$ cat src/verilog/wtw_params.svh
`ifndef WTW_PARAMS_SVH
`define WTW_PARAMS_SVH
// ==========================================================
// Timing
`define WTW_CLK_NS      25
`define WTW_TICK_NS     1000000
`define WTW_TICK_CYC    ((`WTW_TICK_NS + `WTW_CLK_NS - 1) / `WTW_CLK_NS)
`define WTW_LONG_MS     11'h0C8
`define WTW_P10_MS      11'h00A
`define WTW_P20_MS      11'h014
`define WTW_P50_MS      11'h032
`define WTW_P100_MS     11'h064
`define WTW_P200_MS     11'h0C8
`define WTW_P500_MS     11'h1F4
`define WTW_P1000_MS    11'h3E8
`define WTW_CLOSED_NUM  14'h0006
`define WTW_OPEN_NUM    14'h000E
`define WTW_DEN         14'h000A
// ==========================================================
// Trigger byte fields
`define WTW_F_ARMB      6
`define WTW_F_WIN       5
`define WTW_F_FS        4
`define WTW_F_PER_HI    2
`define WTW_F_PER_LO    0
// ==========================================================
// Reset values and limits
`define WTW_PER_RST     3'h0
`define WTW_FAIL_MAX    2'h2
`define WTW_FAIL_MAX_C2 2'h1
`define WTW_CFG2        2'h1
`endif

$ cat src/verilog/wtw_pkg.sv
`default_nettype none
// ==========================================================
// Device modes and watchdog states
package wtw_pkg;
  typedef enum logic [2:0] {
    MODE_INIT     = 3'h0,
    MODE_NORMAL   = 3'h1,
    MODE_STOP     = 3'h2,
    MODE_SLEEP    = 3'h3,
    MODE_RESTART  = 3'h4,
    MODE_FAILSAFE = 3'h5
  } wtw_mode_e;
  typedef enum logic [1:0] {
    ST_OFF  = 2'h0,
    ST_LONG = 2'h1,
    ST_RUN  = 2'h2
  } wtw_st_e;
endpackage
`default_nettype wire

$ cat src/verilog/wtw_watchdog.sv
`include "wtw_params.svh"
`default_nettype none
module wtw_watchdog #(
  parameter int TICK_CYCLES = `WTW_TICK_CYC
) (
  input  wire logic        clk_i,
  input  wire logic        resetn_i,
  input  wire logic        spi_select_low_i,
  input  wire logic        cfg_wr_i,
  input  wire logic [7:0]  cfg_data_i,
  input  wire logic        wake_arm_wr_i,
  input  wire logic        wake_arm_val_i,
  input  wire logic [2:0]  sbc_mode_i,
  input  wire logic        dev_mode_i,
  input  wire logic        reset_out_i,
  input  wire logic [1:0]  fail_cfg_i,
  output logic             wd_reset_o,
  output logic             wd_failsafe_o,
  output logic             spi_fail_o,
  output logic [1:0]       failure_count_o,
  output logic             stop_disable_arm_a_o,
  output logic             stop_disable_arm_b_o,
  output logic [2:0]       period_select_o,
  output logic             window_type_select_o,
  output logic [1:0]       wd_state_o
);
  localparam int TW = $clog2(TICK_CYCLES + 1);

  // ========================================================
  // Period decode
  function automatic logic [10:0] per_ms(input logic [2:0] sel);
    unique case (sel)
      3'h0: per_ms = `WTW_P10_MS;
      3'h1: per_ms = `WTW_P20_MS;
      3'h2: per_ms = `WTW_P50_MS;
      3'h3: per_ms = `WTW_P100_MS;
      3'h4: per_ms = `WTW_P200_MS;
      3'h5: per_ms = `WTW_P500_MS;
      default: per_ms = `WTW_P1000_MS;
    endcase
  endfunction

  // Scaled limit: period times num over ten
  function automatic logic [10:0] lim(input logic [10:0] p,
                                      input logic [13:0] num);
    logic [24:0] prod;
    prod = {14'h0000, p} * {11'h000, num};
    lim = 11'(prod / {11'h000, `WTW_DEN});
  endfunction

  // ========================================================
  // State and signals
  wtw_pkg::wtw_st_e   st_ff, nxt_st;
  wtw_pkg::wtw_mode_e mode, mode_prev_ff;
  logic          ro_s1_ff, ro_s2_ff, cs_s1_ff, cs_s2_ff, cs_s3_ff;
  logic [TW-1:0] tick_cnt_ff;
  logic [10:0]   ms_ff, per, closed_ms, expire_ms;
  logic          tick, wr_ev, par_ok, trig, normal, off_mode;
  logic          fail, good, start_long, stop_dis, wd_fs_ff;
  logic          ro_wait_ff, stop_dis_ff, win_ff, fs_sel_ff;
  logic [2:0]    per_ff;
  logic [1:0]    fail_max;

  assign mode      = wtw_pkg::wtw_mode_e'(sbc_mode_i);
  assign normal    = (mode == wtw_pkg::MODE_NORMAL);
  assign per       = per_ms(per_ff);
  assign closed_ms = lim(per, `WTW_CLOSED_NUM);
  assign expire_ms = win_ff ? lim(per, `WTW_OPEN_NUM) : per;
  assign tick      = (tick_cnt_ff == TW'(TICK_CYCLES - 1));
  assign wr_ev     = cs_s2_ff & ~cs_s3_ff & cfg_wr_i;
  assign par_ok    = ~^cfg_data_i;
  assign trig      = wr_ev & par_ok;
  assign off_mode  = dev_mode_i | (mode == wtw_pkg::MODE_SLEEP) |
                     (mode == wtw_pkg::MODE_RESTART) |
                     (mode == wtw_pkg::MODE_FAILSAFE);
  assign stop_dis  = (mode == wtw_pkg::MODE_STOP) &&
                     (mode_prev_ff != wtw_pkg::MODE_STOP) &&
                     stop_disable_arm_a_o && stop_disable_arm_b_o;
  assign fail_max  = (fail_cfg_i == `WTW_CFG2) ? `WTW_FAIL_MAX_C2
                                               : `WTW_FAIL_MAX;

  // ========================================================
  // Pin synchronisers
  always_ff @(posedge clk_i) begin
    if (!resetn_i) begin
      ro_s1_ff <= 1'b0;
      ro_s2_ff <= 1'b0;
      cs_s1_ff <= 1'b1;
      cs_s2_ff <= 1'b1;
      cs_s3_ff <= 1'b1;
    end else begin
      ro_s1_ff <= reset_out_i;
      ro_s2_ff <= ro_s1_ff;
      cs_s1_ff <= spi_select_low_i;
      cs_s2_ff <= cs_s1_ff;
      cs_s3_ff <= cs_s2_ff;
    end
  end

  // ========================================================
  // Watchdog sequencing
  always_comb begin
    nxt_st     = st_ff;
    fail       = 1'b0;
    good       = 1'b0;
    start_long = 1'b0;
    if (off_mode) begin
      nxt_st = wtw_pkg::ST_OFF;
    end else if (stop_dis) begin
      nxt_st = wtw_pkg::ST_OFF;
    end else begin
      unique case (st_ff)
        wtw_pkg::ST_OFF: begin
          if (stop_dis_ff && (trig || normal)) begin
            start_long = 1'b1;
          end else if (!stop_dis_ff && !ro_wait_ff && ro_s2_ff &&
                       (normal || mode == wtw_pkg::MODE_INIT)) begin
            start_long = 1'b1;
          end
        end
        wtw_pkg::ST_LONG: begin
          if (trig) begin
            good = 1'b1;
          end else if (tick && ms_ff >= `WTW_LONG_MS - 11'h001) begin
            fail = 1'b1;
          end
        end
        wtw_pkg::ST_RUN: begin
          if (trig) begin
            if (win_ff && ms_ff < closed_ms) begin
              fail = 1'b1;
            end else begin
              good = 1'b1;
            end
          end else if (tick && ms_ff >= expire_ms - 11'h001) begin
            fail = 1'b1;
          end
        end
        default: nxt_st = wtw_pkg::ST_OFF;
      endcase
      if (start_long) nxt_st = wtw_pkg::ST_LONG;
      if (good) nxt_st = wtw_pkg::ST_RUN;
      if (fail) nxt_st = wtw_pkg::ST_OFF;
    end
  end

  // State register and mode history
  always_ff @(posedge clk_i) begin
    if (!resetn_i) begin
      st_ff        <= wtw_pkg::ST_OFF;
      mode_prev_ff <= wtw_pkg::MODE_INIT;
    end else begin
      st_ff        <= nxt_st;
      mode_prev_ff <= mode;
    end
  end

  // Millisecond prescaler and window timer
  always_ff @(posedge clk_i) begin
    if (!resetn_i) begin
      tick_cnt_ff <= '0;
      ms_ff       <= 11'h000;
    end else if (nxt_st != st_ff || good) begin
      tick_cnt_ff <= '0;
      ms_ff       <= 11'h000;
    end else begin
      tick_cnt_ff <= tick ? '0 : tick_cnt_ff + TW'(1);
      if (tick && ms_ff != 11'h7FF) ms_ff <= ms_ff + 11'h001;
    end
  end

  // Disabled-for-stop flag and reset-output wait
  always_ff @(posedge clk_i) begin
    if (!resetn_i) begin
      stop_dis_ff <= 1'b0;
      ro_wait_ff  <= 1'b0;
    end else begin
      if (stop_dis) stop_dis_ff <= 1'b1;
      else if (start_long || off_mode) stop_dis_ff <= 1'b0;
      if (fail) ro_wait_ff <= 1'b1;
      else if (!ro_s2_ff) ro_wait_ff <= 1'b0;
    end
  end

  // ========================================================
  // Configuration, taken only in normal mode
  always_ff @(posedge clk_i) begin
    if (!resetn_i) begin
      per_ff    <= `WTW_PER_RST;
      win_ff    <= 1'b0;
      fs_sel_ff <= 1'b0;
    end else if (trig && normal) begin
      per_ff    <= cfg_data_i[`WTW_F_PER_HI:`WTW_F_PER_LO];
      win_ff    <= cfg_data_i[`WTW_F_WIN];
      fs_sel_ff <= cfg_data_i[`WTW_F_FS];
    end
  end

  // Stop-mode disable arm bits
  always_ff @(posedge clk_i) begin
    if (!resetn_i) begin
      stop_disable_arm_a_o <= 1'b0;
      stop_disable_arm_b_o <= 1'b0;
    end else if (start_long) begin
      stop_disable_arm_a_o <= 1'b0;
      stop_disable_arm_b_o <= 1'b0;
    end else begin
      if (wake_arm_wr_i && normal) begin
        stop_disable_arm_a_o <= wake_arm_val_i &
                                ~stop_disable_arm_a_o;
        if (stop_disable_arm_b_o) stop_disable_arm_b_o <= 1'b0;
      end
      if (trig && normal && cfg_data_i[`WTW_F_ARMB]) begin
        stop_disable_arm_b_o <= stop_disable_arm_a_o;
      end else if (trig && normal) begin
        stop_disable_arm_b_o <= 1'b0;
      end
    end
  end

  // ========================================================
  // Failure count, set wins over clear
  always_ff @(posedge clk_i) begin
    if (!resetn_i) begin
      failure_count_o <= 2'h0;
      wd_fs_ff        <= 1'b0;
    end else begin
      if (fail) begin
        if (failure_count_o < fail_max)
          failure_count_o <= failure_count_o + 2'h1;
      end else if (good || stop_dis_ff ||
                   mode == wtw_pkg::MODE_SLEEP ||
                   (mode == wtw_pkg::MODE_FAILSAFE && !wd_fs_ff)) begin
        failure_count_o <= 2'h0;
      end
      if (fail) wd_fs_ff <= fs_sel_ff;
      else if (normal) wd_fs_ff <= 1'b0;
    end
  end

  // Event outputs and status
  always_ff @(posedge clk_i) begin
    if (!resetn_i) begin
      wd_reset_o    <= 1'b0;
      wd_failsafe_o <= 1'b0;
      spi_fail_o    <= 1'b0;
      wd_state_o    <= 2'h0;
      period_select_o      <= `WTW_PER_RST;
      window_type_select_o <= 1'b0;
    end else begin
      wd_reset_o    <= fail;
      wd_failsafe_o <= fail & fs_sel_ff;
      spi_fail_o    <= wr_ev & ~par_ok;
      wd_state_o    <= nxt_st;
      period_select_o      <= per_ff;
      window_type_select_o <= win_ff;
    end
  end
endmodule // wtw_watchdog
`default_nettype wire

$ cat config.mk
export PLATFORM = sky130hd
export DESIGN_NAME = wtw_watchdog
export DESIGN_NICKNAME = d
export VERILOG_FILES = /design/src/verilog/wtw_pkg.sv /design/src/verilog/wtw_watchdog.sv
export VERILOG_INCLUDE_DIRS = /design/src /design/src/verilog
export SDC_FILE = /design/constraint.sdc
export NUM_CORES = 1
export LEC_CHECK = 0
export ABC_AREA = 1
export BUFFER_PORTS_ARGS = -buffer_cell sky130_fd_sc_hd__buf_2
export CAP_MARGIN = 0
export CORE_MARGIN = 2
export CORE_UTILIZATION = 65
export CTS_CLUSTER_SIZE = 28
export DETAILED_ROUTE_END_ITERATION = 8
export HOLD_SLACK_MARGIN = 0.15
export PLACE_DENSITY_LB_ADDON = 0.15
export SYNTH_ARGS = -nofsm -noshare
export SYNTH_HDL_FRONTEND = slang
export SYNTH_SLANG_ARGS = --single-unit
$ cat constraint.sdc
create_clock -name clk_i -period 15.1 [get_ports clk_i]
set_input_delay 3.02 -clock clk_i [delete_from_list [all_inputs] [get_ports clk_i]]
set_output_delay 3.02 -clock clk_i [all_outputs]
set_load 0.03 [all_outputs]
==> impl_metrics.ini, run 1 <==
[routing]
antenna_left = 0
vias = 10686
dr.pass1.iters = 5
drc = 0
routed_wl_um = 25400
wire_per_inst_um = 13.2
vias_per_cell = 5.54
drt_iter0_drc = 727

[critical_path]
critPathMaxFanout = 13
rr_worst_depth = 79
cp-start-kind = register
cp_slowest_cell = fa_1
cp.required_ps = 15300
critical_path_class = reg2reg
arrival_ps = 13640
max_stage_delay_ps = 700
cp_common_cell = nand2_1
worstSetupEndpointType = register
r2r_setup_slack_ps = 1660

[global_routing]
grt_overflow = 0
grt_pass1_wl_um = 43200
grt_pass1_vias = 9629
grt_usage_pct = 31.2
antenna_found_initial = 0
grt_max_degree = 26

[worst_hold_path]
holdCritPathClass = reg2reg
whs_path_depth = 2

[sta]
max-slew-margin-rel_pct = 54.4
fin_crit_sh_pct = 89.0
whs_ps = 421
hold_viol = 0
fin_worst_skew_ps = 8.67
fmaxAchievable_ghz = 0.0744
rsz0062_at_grt = no
fin_ws_ps = 1660
worst_slew_pin_slew_ps = 683
slew_viol_final = 0
setup_violations = 0
setup_tns_ps = 0
layout_min_cycle_time_ps = 13440

[layout]
area_growth_pct = 3.95
final_common_cell = nand2_1
utilization_pct = 69.8
antenna_cells = 0
mostFrequentLayoutCells = nand2_1 (540), inv_1 (228), nand3_1 (188)
nNetsFinal = 1819
drive_above_1_share_pct = 14.0
fin_cells = 1929

[synthesis]
ys_seq_area_share_pct = 11.4
synthFlopType = dfxtp_1
synth_edf_count = 0
synth_nets = 1801
netlist_instances = 1726
avgSynthCellArea_um2 = 5.69
async_flop_share_pct = 0
syn_area_um2 = 9830
ys_ff_latch = 56
synth_cell_types = 58
ys_warn_count = 0

[run_status]
status = completed

[cts]
cts_tree = built
clock_sinks = 56
postCtsSetupBuffers = 0
h-tree-depth = 2
hold_buffers = 0
cts_made_buffers = 5
cts-root-buf = clkbuf_16
clk_latency_ps = 290
path_clk_slew_ps = 80
cts_resized = 0
cts_buffer_depth = 2

[placement]
gp_congestion = 0.991
portBuffers = 33
dpl.hpwl_um = 21000
dp_cells = 1921
place_ws_ps = 1920

[pwr]
p_leak_uw = 0.00591
peakVddDrop_mv = 0.0435
powerDensity_nw_per_um2 = 57.6

[floorplan]
rows = 44
pin_count = 34
die_x_um = 127
die_h_um = 127
coreArea_um2 = 14600
die_area_um2 = 16100
start_util_pct = 67.1

[run]
max-cap-violations = 0
## Yosys cell counts, drive strengths merged, types with 2 or more instances
master	number	area share (%)
nand2	609	26
inv	256	9.9
nand3	217	13
nor2	215	10
o21ai	66	3.8
dfxtp	56	11
ha	51	6.5
nand4	47	3.1
xor2	45	4.1
a21oi	43	2.4
buf	18	1.5
nand3b	14	1.1
nor3b	11	1.3
xnor2	10	0.89
nor3	9	0.46
clkbuf	7	0.27
clkinv	6	0.28
nor4	6	0.38
o21bai	6	0.57
or2	6	0.38
a31oi	5	0.32
o31ai	4	0.31
fa	3	0.61
o211ai	3	0.28
or3	2	0.13
or3b	2	0.18
## cell families after synthesis
group | after synthesis | synth area share, %
flops | 56 | 11.4
fa+ha+maj | 54 | 7.10
buf+inv | 287 | 11.9
mux | 1 | 0.115
compound gates | 134 | 8.21
simple gates | 1139 | 56.3
xor+xnor | 55 | 4.98
## critical path: cells and delay by family (launching register included)
| kind | cells | cell delay (ps) |
|---|---|---|
| compound gates | 6 | 980 |
| simple gates | 55 | 8330 |
| xor+xnor | 1 | 170 |
| flops | 1 | 650 |
| buf+inv | 11 | 1060 |
| fa+ha+maj | 6 | 2090 |
## flip-flops by register name, summed over array words and instances, names as in the netlist, 2 cells and up
signal,count
period_select_o,3
ms_ff,11
tick_cnt_ff,16
wd_state_o,2
per_ff,3
mode_prev_ff,3
failure_count_o,2
## power by group
part           switching [uW]  internal (uW)  leakage, uW
sequential               1.08            149     0.000453
clock                    55.1           61.9    0.0000702
combinational             216            105      0.00539
## layout make-up
cell class              instances  area, um^2
repair buffers                 36         188
multi-input cells            1383        7530
clock inverters                 3        21.3
flip-flops and latches         56        1120
well taps                     184         230
fillers                      1378        4430
inverters                     262         996
clock buffers                   5         125
## routing by layer
layer	track usage (%)	share of wire (%)	vias to the layer above	routed length [um]
li1	-	-	5542	-
met1	42.5	46	4759	11800
met2	53.6	46	351	11600
met3	3.63	6.4	34	1620
met4	6.08	1.7	0	439
met5	0	0	-	0
## path summary, 6_finish.rpt
check	start	end
worst max-delay path	per_ff[0]	ms_ff[10]
worst min-delay path	ro_s1_ff	ro_s2_ff
worst max register to register	per_ff[0]	ms_ff[10]
worst min register to register	ro_s1_ff	ro_s2_ff
## stage by stage
| step | area, um^2 | total power (uW) |
|---|---|---|
| final | 10200 | 588 |
| after global routing | 10200 | 639 |
| after CTS | 10200 | 586 |
| after detailed placement | 10100 | 470 |
| after global placement | 10100 | 467 |
| after floorplan | 9830 | 415 |
Note: power is estimated with default switching activity, not from simulation.
==> inputs of run 2 (changes only) <==
--- a/config.mk
+++ b/config.mk
@@ -10,7 +10,7 @@
 export BUFFER_PORTS_ARGS = -buffer_cell sky130_fd_sc_hd__buf_2
 export CAP_MARGIN = 0
 export CORE_MARGIN = 2
-export CORE_UTILIZATION = 65
+export CORE_UTILIZATION = 40
 export CTS_CLUSTER_SIZE = 28
 export DETAILED_ROUTE_END_ITERATION = 8
 export HOLD_SLACK_MARGIN = 0.15
==> run 2 against run 1 <==
Fmax grew 0.66%. Clock skew increased by 1.3 ps. Critical path depth is the same. Sequential power is essentially flat. Sequential cell count stayed put. Clock-buffer cell count did not move. Global-route usage is 10 points lower.
==> impl_metrics.ini, run 2 (synthesis results as in run 1) <==
[run_status]
status = completed

[layout]
antenna_cells = 0
nNetsFinal = 1819
mostFrequentLayoutCells = nand2_1 (540), inv_1 (228), nand3_1 (188)
final-seq-area_um2 = 1120
reg.largest.list = tick_cnt_ff: 16 flops, ms_ff: 11 flops
top_register = tick_cnt_ff
final_common_cell = nand2_1
largest_register_ffs = 16
area_growth_pct = 6.26
fillers = 2681
drive_above_1_share_pct = 14.2
multi_input_area_um2 = 7540

[critical_path]
cp-start-kind = register
critPathMaxFanout = 13
rr_worst_depth = 79
worstSetupEndpointType = register
worst_r2r_startpoint = per_ff[1]
cp_common_cell = nand2_1
arrival_ps = 13560
max_stage_delay_ps = 700
r2r_setup_slack_ps = 1750
cp_top_family = simple AND/OR/NAND/NOR gates
cp.depth = 79
cp.required_ps = 15310
crit_buf_inv = 10
cp_slowest_cell = fa_1
critical_path_class = reg2reg
cp-startpoint = per_ff[1]

[cts]
hold_buffers = 0
path_clk_slew_ps = 80
clk_latency_ps = 300
cts-root-buf = clkbuf_16
cts_tree = built
postCtsSetupBuffers = 0
cts_buffer_depth = 2
cts_resized = 0
clock_sinks = 56
h-tree-depth = 2
cts_made_buffers = 5

[sta]
hold_viol = 0
fmaxAchievable_ghz = 0.0749
fin_crit_sh_pct = 88.4
slew_viol_final = 0
worst_slew_pin_slew_ps = 699
setup_tns_ps = 0
whs_ps = 415
rsz0062_at_grt = no
max-slew-margin-rel_pct = 53.3
setup_violations = 0
layout_min_cycle_time_ps = 13350
fin_worst_skew_ps = 10.0

[routing]
vias = 10316
routed_wl_um = 27000
wire_per_inst_um = 13.0
dr.pass1.iters = 5
vias_per_cell = 4.99
drc = 0
antenna_left = 0
drt_iter0_drc = 668

[floorplan]
die_h_um = 161
rows = 57
coreArea_um2 = 24200
pin_count = 34
start_util_pct = 40.5
die_area_um2 = 25800
die_x_um = 161

[global_routing]
grt_max_degree = 27
grt_pass1_wl_um = 46100
antenna_found_initial = 0
grt_pass1_vias = 9471
grt_usage_pct = 20.9
grt_overflow = 0

[pwr]
p_leak_uw = 0.00594
powerDensity_nw_per_um2 = 59.7
peakVddDrop_mv = 0.0424

[run]
max-cap-violations = 0

[worst_hold_path]
hp-start = cs_s1_ff
holdCritPathClass = reg2reg
whs_path_depth = 1

[placement]
portBuffers = 33
gp_congestion = 0.883
dpl.hpwl_um = 22500
[run 2: cell types whose count changed in the layout (fill, tap and decap cells not counted)]
cell / change
bufinv_16: +2
clkinv_2: -1
clkinvlp_4: -1
nor2_1: -2
nor2_2: +2
[run 2: final timing paths]
path | to
worst max-delay path | ms_ff[10]
worst min-delay path | cs_s2_ff
worst max register to register | ms_ff[10]
worst min register to register | cs_s2_ff
[run 2: power by group]
group	total [uW]	internal [uW]	switching (uW)	leakage (uW)
Sequential	151	149	1.08	0.000453
Combinational	321	105	216	0.00539
Clock	152	95.7	55.9	0.0000944
[run 2: final cells by class]
cell class,count,share of cell area [%]
Inverter,262,9.54
Sequential cell,56,10.7
Clock buffer,5,1.20
Clock inverter,3,0.659
Multi-Input combinational cell,1383,72.2
Timing Repair Buffer,36,1.80
Tap cell,324,3.88
[run 2: routing by layer]
metal	vias to the layer above	routed length [um]	track usage (%)
met2	183	12200	35.1
met1	4574	13600	29.8
met4	0	199	2.96
li1	5542	-	-
met5	-	0	0
met3	17	971	1.96
[run 2: per-stage QoR]
stage	utilization [%]	setup WS, ps	total power, uW	cells	instance area (um^2)
6_report	43.1	1750	623	2069	10400
5_1_grt	43.1	118	679	2069	10400
4_1_cts	43.1	1580	627	2069	10400
3_5_place_dp	42.3	1670	473	2061	10200
3_3_place_gp	42.3	1860	475	2061	10200
2_1_floorplan	-	4310	415	1726	9830
